### config.mk
export PLATFORM = sky130hd
export DESIGN_NAME = autoneg_partner_nextpage_regs
export DESIGN_NICKNAME = d
export VERILOG_FILES = /design/src/autoneg_regs_pkg.sv /design/src/sticky_flag.sv /design/src/field_reg.sv /design/src/autoneg_partner_nextpage_regs.sv
export SDC_FILE = /design/constraint.sdc
export NUM_CORES = 1
export LEC_CHECK = 0
export BUFFER_PORTS_ARGS = -buffer_cell sky130_fd_sc_hd__buf_2
export CAP_MARGIN = 5
export CORE_MARGIN = 2
export CORE_UTILIZATION = 30
export CTS_BUF_LIST = sky130_fd_sc_hd__clkbuf_4 sky130_fd_sc_hd__clkbuf_8
export DETAILED_ROUTE_END_ITERATION = 8
export SETUP_SLACK_MARGIN = 0.1
export SLEW_MARGIN = 10
export SYNTH_ARGS = -nofsm -noshare
export SYNTH_HDL_FRONTEND = slang
export SYNTH_HIERARCHICAL = 1
export SYNTH_SLANG_ARGS = --single-unit
### constraint.sdc
create_clock -name CLK_SYS -period 1.66 [get_ports CLK_SYS]
set_clock_uncertainty 0.1 [all_clocks]
set_input_delay 0.332 -clock CLK_SYS [delete_from_list [all_inputs] [get_ports CLK_SYS]]
set_output_delay 0.332 -clock CLK_SYS [all_outputs]
set_load 0.03 [all_outputs]
### src/autoneg_regs_pkg.sv
// Shared constants and carriers for the negotiation status registers
`default_nettype none
package autoneg_regs_pkg;

  localparam int ADDR_W = 8;
  localparam int DATA_W = 16;

  // Register byte offsets
  localparam logic [ADDR_W-1:0] OFS_PARTNER = 8'h94;
  localparam logic [ADDR_W-1:0] OFS_EXPANSION = 8'h98;
  localparam logic [ADDR_W-1:0] OFS_NEXT_PAGE = 8'h9C;
  localparam logic [ADDR_W-1:0] OFS_SUMMARY = 8'hC0;

  // Reset values
  localparam logic [DATA_W-1:0] RST_PARTNER = 16'h0000;
  localparam logic [DATA_W-1:0] RST_EXPANSION = 16'h0004;
  localparam logic [DATA_W-1:0] RST_NEXT_PAGE = 16'h2001;
  localparam logic [DATA_W-1:0] ZERO_WORD = 16'h0000;

  // Partner ability fields
  localparam int PA_MORE_PAGES = 15;
  localparam int PA_ACK = 14;
  localparam int PA_FAULT = 13;
  localparam logic [DATA_W-1:0] PA_KEEP_MASK = 16'hA3FF;

  // Next page transmit fields
  localparam int NP_MORE = 15;
  localparam int NP_MSG = 13;
  localparam int NP_COMPLY = 12;
  localparam int NP_TOGGLE = 11;
  localparam logic [DATA_W-1:0] NP_WR_MASK = 16'hB7FF;

  // Expansion fields
  localparam int EX_PDF = 4;
  localparam int EX_PNP = 3;
  localparam int EX_LNP = 2;
  localparam int EX_PAGE = 1;
  localparam int EX_PAN = 0;

  // Status summary fields
  localparam int SUM_PAGE = 8;

  typedef struct packed {
    logic wr;
    logic rd;
    logic [ADDR_W-1:0] addr;
    logic [DATA_W-1:0] wdata;
  } bus_req_t;

  typedef struct packed {
    logic valid;
    logic next_page;
    logic [DATA_W-1:0] word;
  } lcw_rx_t;

  typedef struct packed {
    logic parallel_fault;
    logic partner_an_capable;
    logic ack_valid;
    logic ack;
    logic np_sent;
    logic done;
  } neg_status_t;

endpackage
`default_nettype wire

### src/sticky_flag.sv
// Sticky event flag where a set in the clearing cycle wins
`timescale 1ns/1ps
`default_nettype none
module sticky_flag (
  input wire logic clk,
  input wire logic rst_n,
  input wire logic set,
  input wire logic clr,
  output logic flag
);
  logic flag_q;
  logic flag_d;

  assign flag_d = set | (flag_q & ~clr);
  assign flag = flag_q;

  always_ff @(posedge clk or negedge rst_n) begin
    if (!rst_n) begin
      flag_q <= 1'b0;
    end else begin
      flag_q <= flag_d;
    end
  end
endmodule // sticky_flag
`default_nettype wire

### src/field_reg.sv
// Loadable word register with a fixed reset value
`timescale 1ns/1ps
`default_nettype none
module field_reg #(
  parameter int W = 16,
  parameter logic [W-1:0] RST_VAL = '0
) (
  input wire logic clk,
  input wire logic rst_n,
  input wire logic load,
  input wire logic [W-1:0] din,
  output logic [W-1:0] dout
);
  logic [W-1:0] val_q;
  logic [W-1:0] val_d;

  initial begin
    if (W < 1) begin
      $error("field_reg width must be at least one");
    end
  end

  assign val_d = load ? din : val_q;
  assign dout = val_q;

  always_ff @(posedge clk or negedge rst_n) begin
    if (!rst_n) begin
      val_q <= RST_VAL;
    end else begin
      val_q <= val_d;
    end
  end
endmodule // field_reg
`default_nettype wire

### src/autoneg_partner_nextpage_regs.sv
// Negotiation partner ability, expansion and next page registers
//
// Overview of operation
// - Read-only partner ability word at 0094h, reset 0000h.
// - With next pages, partner word refreshes once negotiation completes.
// - Bit 15 shows the partner wants a next page.
// - Bit 14 tracks partner acknowledge from incoming pulse bursts.
// - Bit 13 shows partner remote fault.
// - Bits 12..10 read zero; software writes zero there.
// - Bits 9..5 show partner four-pair, fast and ten abilities.
// - Bits 4..0 hold partner selector exactly as received.
// - Expansion word resets to 0004h; bits 15..5 read zero.
// - Expansion bit 4 shows a parallel detection fault.
// - Expansion bit 3 shows partner next page capability.
// - Expansion bit 2 shows local next page capability, reset one.
// - Expansion bit 1 sets on page receipt, clears on expansion read.
// - Expansion bit 0 shows partner negotiation capability.
// - Read-write next page word at 009Ch, reset 2001h, is sent.
// - Bit 13 selects message page or unformatted page, default one.
// - Bit 11 is read-only, inverse of previous exchanged toggle.
// - Bits 10..0 hold the code field, default null message.
// - Summary bit 8 mirrors page flag; summary read never clears it.
//
// Our own choice: the plain strobed port.
`timescale 1ns/1ps
`default_nettype none
module autoneg_partner_nextpage_regs #(
  parameter logic LOCAL_LOCAL_NEXT_PAGE_CAPABLE = 1'b1
) (
  input wire logic CLK_SYS,
  input wire logic RST_N,
  input wire autoneg_regs_pkg::bus_req_t BUS,
  output logic [autoneg_regs_pkg::DATA_W-1:0] RDATA,
  input wire autoneg_regs_pkg::lcw_rx_t LCW_RX,
  input wire autoneg_regs_pkg::neg_status_t NEG_STATUS,
  output logic [autoneg_regs_pkg::DATA_W-1:0] NEXT_PAGE_WORD,
  output logic PAGE_RECEIVED
);
  import autoneg_regs_pkg::*;

  ////////////////////////////////////////////////////////////////////////////
  // Address decode

  logic sel_partner;
  logic sel_expansion;
  logic sel_next_page;
  logic sel_summary;
  logic wr_next_page;
  logic rd_expansion;

  assign sel_partner = BUS.addr == OFS_PARTNER;
  assign sel_expansion = BUS.addr == OFS_EXPANSION;
  assign sel_next_page = BUS.addr == OFS_NEXT_PAGE;
  assign sel_summary = BUS.addr == OFS_SUMMARY;
  // Only the next page word takes writes
  assign wr_next_page = BUS.wr & sel_next_page;
  assign rd_expansion = BUS.rd & sel_expansion;

  ////////////////////////////////////////////////////////////////////////////
  // Received link code words

  logic base_load;
  logic np_rx;
  logic [DATA_W-1:0] rx_masked;
  logic [DATA_W-1:0] partner_word;
  logic [DATA_W-1:0] shadow_word;
  logic np_pending;
  logic np_commit;
  logic partner_load;
  logic [DATA_W-1:0] partner_din;

  assign base_load = LCW_RX.valid & ~LCW_RX.next_page;
  assign np_rx = LCW_RX.valid & LCW_RX.next_page;
  // Reserved bits never reach storage
  assign rx_masked = LCW_RX.word & PA_KEEP_MASK;
  // Latest next page waits until negotiation is done
  assign np_commit = NEG_STATUS.done & np_pending;
  assign partner_load = base_load | np_commit;
  assign partner_din = base_load ? rx_masked : shadow_word;

  field_reg #(
    .W(DATA_W),
    .RST_VAL(RST_PARTNER)
  ) u_partner (
    .clk(CLK_SYS),
    .rst_n(RST_N),
    .load(partner_load),
    .din(partner_din),
    .dout(partner_word)
  );

  field_reg #(
    .W(DATA_W),
    .RST_VAL(ZERO_WORD)
  ) u_shadow (
    .clk(CLK_SYS),
    .rst_n(RST_N),
    .load(np_rx),
    .din(rx_masked),
    .dout(shadow_word)
  );

  sticky_flag u_np_pending (
    .clk(CLK_SYS),
    .rst_n(RST_N),
    .set(np_rx),
    .clr(np_commit | base_load),
    .flag(np_pending)
  );

  ////////////////////////////////////////////////////////////////////////////
  // Acknowledge, partner next page capability and page flag

  logic ack_q;
  logic ack_d;
  logic partner_np_q;
  logic partner_np_d;
  logic page_flag;

  assign ack_d = NEG_STATUS.ack_valid ? NEG_STATUS.ack : ack_q;
  // Captured from the partner base page only
  assign partner_np_d = base_load ? LCW_RX.word[PA_MORE_PAGES] :
                        partner_np_q;

  always_ff @(posedge CLK_SYS or negedge RST_N) begin
    if (!RST_N) begin
      ack_q <= 1'b0;
      partner_np_q <= 1'b0;
    end else begin
      ack_q <= ack_d;
      partner_np_q <= partner_np_d;
    end
  end

  // A page arriving in the clearing read keeps the flag set
  sticky_flag u_page_rx (
    .clk(CLK_SYS),
    .rst_n(RST_N),
    .set(LCW_RX.valid),
    .clr(rd_expansion),
    .flag(page_flag)
  );

  assign PAGE_RECEIVED = page_flag;

  ////////////////////////////////////////////////////////////////////////////
  // Next page transmit word

  logic [DATA_W-1:0] np_stored;
  logic [DATA_W-1:0] np_din;
  logic toggle_q;
  logic toggle_d;

  // Toggle and reserved bit are not writable
  assign np_din = BUS.wdata & NP_WR_MASK;

  field_reg #(
    .W(DATA_W),
    .RST_VAL(RST_NEXT_PAGE & NP_WR_MASK)
  ) u_next_page (
    .clk(CLK_SYS),
    .rst_n(RST_N),
    .load(wr_next_page),
    .din(np_din),
    .dout(np_stored)
  );

  // Each exchanged next page flips the toggle sent in the next one
  assign toggle_d = NEG_STATUS.np_sent ? ~toggle_q : toggle_q;

  always_ff @(posedge CLK_SYS or negedge RST_N) begin
    if (!RST_N) begin
      toggle_q <= RST_NEXT_PAGE[NP_TOGGLE];
    end else begin
      toggle_q <= toggle_d;
    end
  end

  logic [DATA_W-1:0] np_view;

  assign np_view = np_stored | ({{(DATA_W-1){1'b0}}, toggle_q} << NP_TOGGLE);

  always_ff @(posedge CLK_SYS or negedge RST_N) begin
    if (!RST_N) begin
      NEXT_PAGE_WORD <= RST_NEXT_PAGE;
    end else begin
      NEXT_PAGE_WORD <= np_view;
    end
  end

  ////////////////////////////////////////////////////////////////////////////
  // Read views

  logic [DATA_W-1:0] partner_view;
  logic [DATA_W-1:0] expansion_view;
  logic [DATA_W-1:0] summary_view;
  logic [DATA_W-1:0] rdata_d;

  // Bits 15, 13 and 9..0 come straight from the received word
  assign partner_view = (partner_word & ~(16'h0001 << PA_ACK)) |
                        ({{(DATA_W-1){1'b0}}, ack_q} << PA_ACK);

  assign expansion_view = {
    11'h000,
    NEG_STATUS.parallel_fault,
    partner_np_q,
    LOCAL_LOCAL_NEXT_PAGE_CAPABLE,
    page_flag,
    NEG_STATUS.partner_an_capable
  };

  assign summary_view = {{(DATA_W-1){1'b0}}, page_flag} << SUM_PAGE;

  assign rdata_d = !BUS.rd ? ZERO_WORD :
                   sel_partner ? partner_view :
                   sel_expansion ? expansion_view :
                   sel_next_page ? np_view :
                   sel_summary ? summary_view : ZERO_WORD;

  always_ff @(posedge CLK_SYS or negedge RST_N) begin
    if (!RST_N) begin
      RDATA <= ZERO_WORD;
    end else begin
      RDATA <= rdata_d;
    end
  end

  ////////////////////////////////////////////////////////////////////////////
  // Checks

  initial begin
    if (DATA_W != 16 || ADDR_W < 8) begin
      $error("register widths do not fit this block");
    end
  end
endmodule // autoneg_partner_nextpage_regs
`default_nettype wire

After elaboration in Yosys (flattened, before gate mapping) --
Cells that the tools add are included.
Word-level totals: register bits after elaboration 79, bits of input ports 52, output and inout port bits 33, logic and storage cells 36
Cells by class: eq/ne operators 4, muxes and demuxes 6, bitwise operators 16
Operators with widths (number):
- 16-bit two-way mux | 5
- 8-bit == test (second input constant) | 4
- 16-bit by 12-bit bitwise OR with 16-bit output | 1
- 16-bit by 15-bit bitwise OR with 16-bit output | 1
- 9-bit two-way mux | 1
- 1-bit AND | 7
- 1-bit NOT | 4
- 1-bit bitwise OR | 3

Depth between registers and ports, before layout --
Gate-level depths: netlist of the first run.
depth in word-level cells 6, gate-level depth with buffers 7, mapped depth without buffers 5

By module --
The synthesis of the first run kept the hierarchy.
Modules (own cells, without submodules):
- autoneg_partner_nextpage_regs | instances 1, cells an instance 115, area each 1508.9 um^2, sequential area each 878.3 um^2
- field_reg at u_partner ... | instances 2, cells an instance 34, area each 649.4 um^2, sequential area each 400.4 um^2
- field_reg at u_next_page | instances 1, cells an instance 34, area each 651.9 um^2, sequential area each 402.9 um^2
- sticky_flag | instances 2, cells an instance 3, area each 36.3 um^2, sequential area each 25.0 um^2

Least setup slack after synthesis of the first run --
OpenSTA, ideal clock, no wires.
kind input -> register, start point in BUS[17] (netlist name), end point reg u_next_page.val_q[10], in the netlist u_next_page/dout[10], library setup time 0.125 ns, arrival time 1.538 ns, data required time 1.435 ns, slack -0.104 ns, stages on the path 5, path buffers 2, path through nor4b_4 and4_2 buf_6 buf_12 mux2_4
On the way: longest elaborated chain between the ends 2
Ends and longest elaborated chain:
- start, declared | line autoneg_partner_nextpage_regs.sv:32 | input wire autoneg_regs_pkg::bus_req_t BUS,
- 8-bit == test | line autoneg_partner_nextpage_regs.sv:53 | assign sel_next_page = BUS.addr == OFS_NEXT_PAGE;
- 1-bit AND | line autoneg_partner_nextpage_regs.sv:56 | assign wr_next_page = BUS.wr & sel_next_page;
- net wr_next_page | line autoneg_partner_nextpage_regs.sv:48 | logic wr_next_page;
- end signal, assigned | line field_reg.sv:30 | val_q <= val_d;
- end, declared | line field_reg.sv:14 | logic [W-1:0] val_q;
The timed path passes the listed nets, and every way through them passes these cells. A chain may end at the register's enable or synchronous reset.

Final worst setup path of the first run --
start point reg NEXT_PAGE_WORD[13] (netlist name), end point out NEXT_PAGE_WORD[13] (netlist name)
RTL lines:
- start, declared | line autoneg_partner_nextpage_regs.sv:36 | output logic [autoneg_regs_pkg::DATA_W-1:0] NEXT_PAGE_WORD,
- start signal, assigned | line autoneg_partner_nextpage_regs.sv:187 | NEXT_PAGE_WORD <= np_view;
No word-level cell between the ends.

==> results of run 1 <==
==> state kept, by name (all words and copies together), names as in the netlist <==
register / cells
ack_q: 1
u_partner/dout: 15
partner_np_q: 1
u_shadow/dout: 15
RDATA: 16
u_next_page/dout: 16
u_page_rx/flag: 1
NEXT_PAGE_WORD: 16
toggle_q: 1
u_np_pending/flag: 1
==> per-stage QoR <==
step	setup WS [ns]	utilization
CTS	0.148	0.386
global placement	-0.0914	0.362
detailed placement	-0.114	0.362
floorplan	-0.101	-
global route	0.116	0.386
finish	0.176	0.386
==> where the power goes <==
part	switching (W)	internal, W
clock	0.000704	0.00110
combinational	0.000291	0.000399
sequential	0.000143	0.00224
total	0.00114	0.00374
==> worst max path at each step <==
stage	to	slack, ns	cells after the start
2_1_floorplan	u_next_page/dout[10]	-0.10	5
3_3_place_gp	u_next_page/dout[10]	-0.09	5
3_5_place_dp	u_next_page/dout[10]	-0.11	5
4_1_cts	NEXT_PAGE_WORD[13]	0.15	1
5_1_grt	NEXT_PAGE_WORD[13]	0.12	1
6_report	NEXT_PAGE_WORD[13]	0.18	1
==> metal layers <==
| metal | up-vias | wire length (um) |
|---|---|---|
| met4 | 0 | 84 |
| met3 | 5 | 434 |
| met1 | 967 | 3110 |
| li1 | 948 | - |
| met5 | - | 0 |
| met2 | 45 | 3130 |
==> timing repair <==
action                                 in CTS  in global routing
resized for setup                           0                  0
endpoints found under the hold margin      79                  0
hold buffers                                1                  0
==> layout make-up <==
class | instances | area, sq um | area share
well taps | 143 | 179 | 0.0410
inverters | 4 | 15.0 | 0.00344
multi-input cells | 124 | 1240 | 0.284
flip-flops and latches | 83 | 2080 | 0.477
clock inverters | 4 | 97.6 | 0.0223
repair buffers | 94 | 591 | 0.135
diodes | 1 | 2.50 | 0.000573
clock buffers | 12 | 159 | 0.0364
==> impl_metrics.tcl, run 1 <==
set metrics [dict create \
    first_iter_violations 96 \
    worst_path_clk_slew_ns 0.08 \
    detailedRoute.firstPassIterationCount 6 \
    synthesis.yosys.warnings 6 \
    layout.cells.non_filler 465 \
    worst_setup_path_end_kind "primary output" \
    commonest_cells_after_routing_fill_and_taps_aside "dfrtp_1, buf_2, mux2_2" \
    ff2ff_setup_slack_ns 0.41 \
    first_global_vias 2118 \
    timing.critical_path.arrival_ns 1.05 \
    detailed_route_wire_length_um 6770 \
    worst_skew_pair.late_latency_ns 0.35 \
    worst_ep_required_time_ns 1.23 \
    dp_cells 447 \
    timing.critical_path.fanout_max 1 \
    most_common_cell_after_layout_fill_and_taps_aside "dfrtp_1" \
    cap_viol_max_count 0 \
    final_hold_viol_count 0 \
    wire_length_of_the_first_global_routing_pass_um 11500 \
    run_status "completed" \
    top_usage_layer "met2" \
    dp_hpwl_um 4840 \
    power.density_nw_per_um2 1120 \
    min_period_over_period 0.894 \
    finalPower_w 0.00488 \
    fin_hold_ws_ns 0.0490 \
    pin_count 85 \
    numPortBuffers 78 \
    globalRouteMet1Util 0.160 \
    clock.fmax_mhz 674 \
    ant_nets 0 \
    start_util 0.304 \
    synthCells 218 \
    area_delta_synth_final_pct 26.7 \
    groute.layer.met3.usage 0.0536 \
    postLayoutCellArea_sq_um 4370 \
    rsz0062_at_grt "no" \
    setup.worst_path.start "NEXT_PAGE_WORD[13]" \
    tritoncts.num_buffers 9 \
    reg2regPathDepth 3 \
    critPathTopFamily "flip-flops" \
    fp.coreArea_sq_um 11300 \
    hold_crit_depth 2 \
    final_nets 368 \
    chain_of_cells_forming_the_critical_path "buf_2" \
    holdPathEnd "toggle_q" \
    hold_path.startpoint "NEG_STATUS[1]" \
    fill_count 1067 \
    final.setup.tns_ns 0 \
    finalSetupViolations 0 \
    timing.critical_path.buf_inv 1 \
    die_area_sq_um 12400 \
    cts-root-buf "clkbuf_8" \
    routabilityCongestion 0.754 \
    placedInstanceArea_sq_um 4100 \
    vertical_die_dimension_um 111 \
    grt_util_overall 0.119 \
    tritoncts "done" \
    worst_r2r_startpoint "u_np_pending/flag" \
    syn_area_sq_um 3450 \
    grt_util_met2 0.172 \
    maximum_number_of_pins_on_one_net_before_global_route_repair 84 \
    numClockSinks 83 \
    row_count 39 \
    antenna_found_initial 1 \
    drive_gt1_frac 0.570 \
    htree_num_levels 3 \
    finalCriticalPeriod_ns 1.48 \
    crit_path_launch_type "register" \
    min-delay-path-class "primary input to register" \
    grt-ovfl-total 0 \
    vdd_drop_max_mv 0.410 \
    critPathMaxStageDelay_ns 0.52 \
    worst_r2r_endpoint "u_partner/dout[3]" \
    post-route-drc-count 0 \
    critical-path-slowest-cell "dfstp_2" \
    num_vias 1965 \
    crit_type "register to primary output" \
    vias_per_cell 4.23 \
    routed_wire_length_per_instance_um 14.6 \
    floorplan.die.width_um 111 \
    finalMaxSlewViolations 0 \
    total_setup_buffers_inserted_after_cts 0 \
    post_synth.cell_area_avg_sq_um 15.8 \
    cellLeakagePower_nw 2.19 \
    max-clock-path-buffers 2 \
]
No activity file was read; power rests on OpenSTA's default activity.
==> run 2, diff against run 1 <==
--- a/config.mk
+++ b/config.mk
@@ -15,5 +15,4 @@
 export SLEW_MARGIN = 10
 export SYNTH_ARGS = -nofsm -noshare
 export SYNTH_HDL_FRONTEND = slang
-export SYNTH_HIERARCHICAL = 1
 export SYNTH_SLANG_ARGS = --single-unit
==> impl_metrics.tcl, run 2 <==
set metrics [dict create \
    timing.critical_path.depth 1 \
    placedInstanceArea_sq_um 3580 \
    worst_path_clk_slew_ns 0.08 \
    detailed_route_wire_length_um 6090 \
    synthCells 192 \
    synth.net_count 244 \
    first_iter_violations 42 \
    synth-edff-count 0 \
    cts-root-buf "clkbuf_8" \
    area_delta_synth_final_pct 30.5 \
    dp_hpwl_um 4570 \
    crit_path_launch_type "register" \
    top_cell_type_by_total_area_after_synthesis "dfrtp_1" \
    timing.critical_path.buf_inv 1 \
    grt_util_overall 0.122 \
    finalMaxSlewViolations 0 \
    total_setup_buffers_inserted_after_cts 0 \
    die_area_sq_um 10600 \
    rsz0062_at_grt "no" \
    min_period_over_period 0.897 \
    synthMostInstantiatedCell "dfrtp_1" \
    timing.critical_path.arrival_ns 1.06 \
    post_synth.cell_area_avg_sq_um 15.3 \
    routabilityCongestion 0.737 \
    synth_area_leaders "dfrtp_1, mux2_2, mux2_4" \
    pin_count 85 \
    power.density_nw_per_um2 1130 \
    synthArstFlopShare 1.00 \
    cap_viol_max_count 0 \
    synth-seq-area-share 0.632 \
    post_cts_resized 0 \
    postLayoutCellArea_sq_um 3830 \
    row_count 36 \
    num_vias 1820 \
    min-delay-path-class "primary input to register" \
    wire_length_of_the_first_global_routing_pass_um 9450 \
    number_of_storage_elements_in_the_synthesis_netlist 74 \
    numPortBuffers 77 \
    most_common_cell_after_layout_fill_and_taps_aside "buf_2" \
    vdd_drop_max_mv 0.447 \
    synthesis.yosys.warnings 0 \
    vertical_die_dimension_um 103 \
    setup.worst_path.start "NEXT_PAGE_WORD[13]" \
    post-synth-top-area-fraction 0.597 \
    fp.coreArea_sq_um 9640 \
    synthFlopType "dfrtp_1" \
    chain_of_cells_forming_the_critical_path "buf_2" \
    antenna_found_initial 1 \
    htree_num_levels 3 \
    final.setup.tns_ns 0 \
    ff2ff_setup_slack_ns 0.45 \
    syn_area_sq_um 2940 \
    numClockSinks 74 \
    dp_cells 409 \
    critPathMaxStageDelay_ns 0.52 \
    final_nets 340 \
    reg2regPathDepth 3 \
    max_ffs_per_register 16 \
    max-clock-path-buffers 2 \
    finalSetupViolations 0 \
    timing.critical_path.fanout_max 1 \
    finalCriticalPeriod_ns 1.49 \
    critical-path-slowest-cell "dfstp_2" \
    critPathCapture "NEXT_PAGE_WORD[13]" \
    critPathTopFamily "flip-flops" \
    final_core_util 0.397 \
    drive_gt1_frac 0.584 \
    largest_register "RDATA" \
    tritoncts.num_buffers 9 \
    start_util 0.305 \
    worst_ep_required_time_ns 1.23 \
    clock.fmax_mhz 671 \
    detailedRoute.firstPassIterationCount 4 \
    cellLeakagePower_nw 1.94 \
    routed_wire_length_per_instance_um 14.3 \
    tritoncts "done" \
    layout.cells.non_filler 427 \
    first_global_vias 1782 \
    maximum_number_of_pins_on_one_net_before_global_route_repair 28 \
    vias_per_cell 4.26 \
    worst_r2r_endpoint "u_partner.dout[2]" \
    ant_nets 0 \
    post-route-drc-count 0 \
    worst_setup_path_end_kind "primary output" \
    grt-ovfl-total 0 \
    leading_post_synthesis_cells_by_instance_count "dfrtp_1, mux2_2, mux2_4, nor2_1, mux2i_1" \
    netlist-cell-type-count 30 \
    run_status "completed" \
    crit_type "register to primary output" \
    worst_skew_pair.late_latency_ns 0.35 \
    floorplan.die.width_um 103 \
    worst_r2r_startpoint "u_np_pending.flag" \
    final_hold_viol_count 0 \
    commonest_cells_after_routing_fill_and_taps_aside "buf_2, dfrtp_1, mux2_2" \
]
-- run 2: area by class of cell --
cell class / count / area, sq um
Fill cell: 941 / 5810
Sequential cell: 74 / 1860
Multi-Input combinational cell: 107 / 1010
Timing Repair Buffer: 93 / 548
Tap cell: 133 / 166
Clock buffer: 9 / 124
Clock inverter: 7 / 116
Inverter: 3 / 11.3
Antenna cell: 1 / 2.50
-- run 2: power breakdown --
part | leakage (nW) | switching (W) | internal [W]
clock | 0.120 | 0.000694 | 0.000998
sequential | 0.946 | 0.000102 | 0.00199
combinational | 0.877 | 0.000247 | 0.000286
-- run 2: cell families after synthesis --
kind of cell,share of synthesized area
AND/OR/NAND/NOR,0.0707
AO/OA/AOI/OAI,0.0239
flip-flops,0.632
XOR/XNOR,0.00298
buffers and inverters,0.0251
other,0.00128
multiplexers,0.244
-- run 2: worst min-delay path by stage --
stage	from	end	slack, ns	cells after the start
4_1_cts	NEG_STATUS[1]	toggle_q	0.04	2
2_1_floorplan	RST_N	NEXT_PAGE_WORD[10]	-0.06	0
5_1_grt	NEG_STATUS[1]	toggle_q	0.04	2
6_report	NEG_STATUS[1]	toggle_q	0.06	2
3_5_place_dp	RST_N	NEXT_PAGE_WORD[1]	0.16	1
3_3_place_gp	RST_N	NEXT_PAGE_WORD[1]	0.15	1
-- run 2: metal layers --
layer | wire length [um] | global-route usage | vias up
met5 | 0 | 0 | -
met4 | 95 | 0.0577 | 0
met3 | 529 | 0.0590 | 9
met2 | 2820 | 0.182 | 54
met1 | 2640 | 0.149 | 886
li1 | - | - | 871
-- run 2: what timing repair did --
action,4_1_cts,5_1_grt
hold buffers,1,0
endpoints found under the setup margin,0,0
hold endpoints to repair,20,0
-- run 2: stage by stage --
step / worst slack, ns / hold WS, ns / power, W
global placement: 0.0482 / 0.154 / 0.00265
detailed placement: 0.0222 / 0.161 / 0.00267
CTS: 0.143 / 0.0402 / 0.00437
floorplan: 0.148 / -0.0636 / 0.00245
finish: 0.171 / 0.0585 / 0.00432
global route: 0.123 / 0.0380 / 0.00452
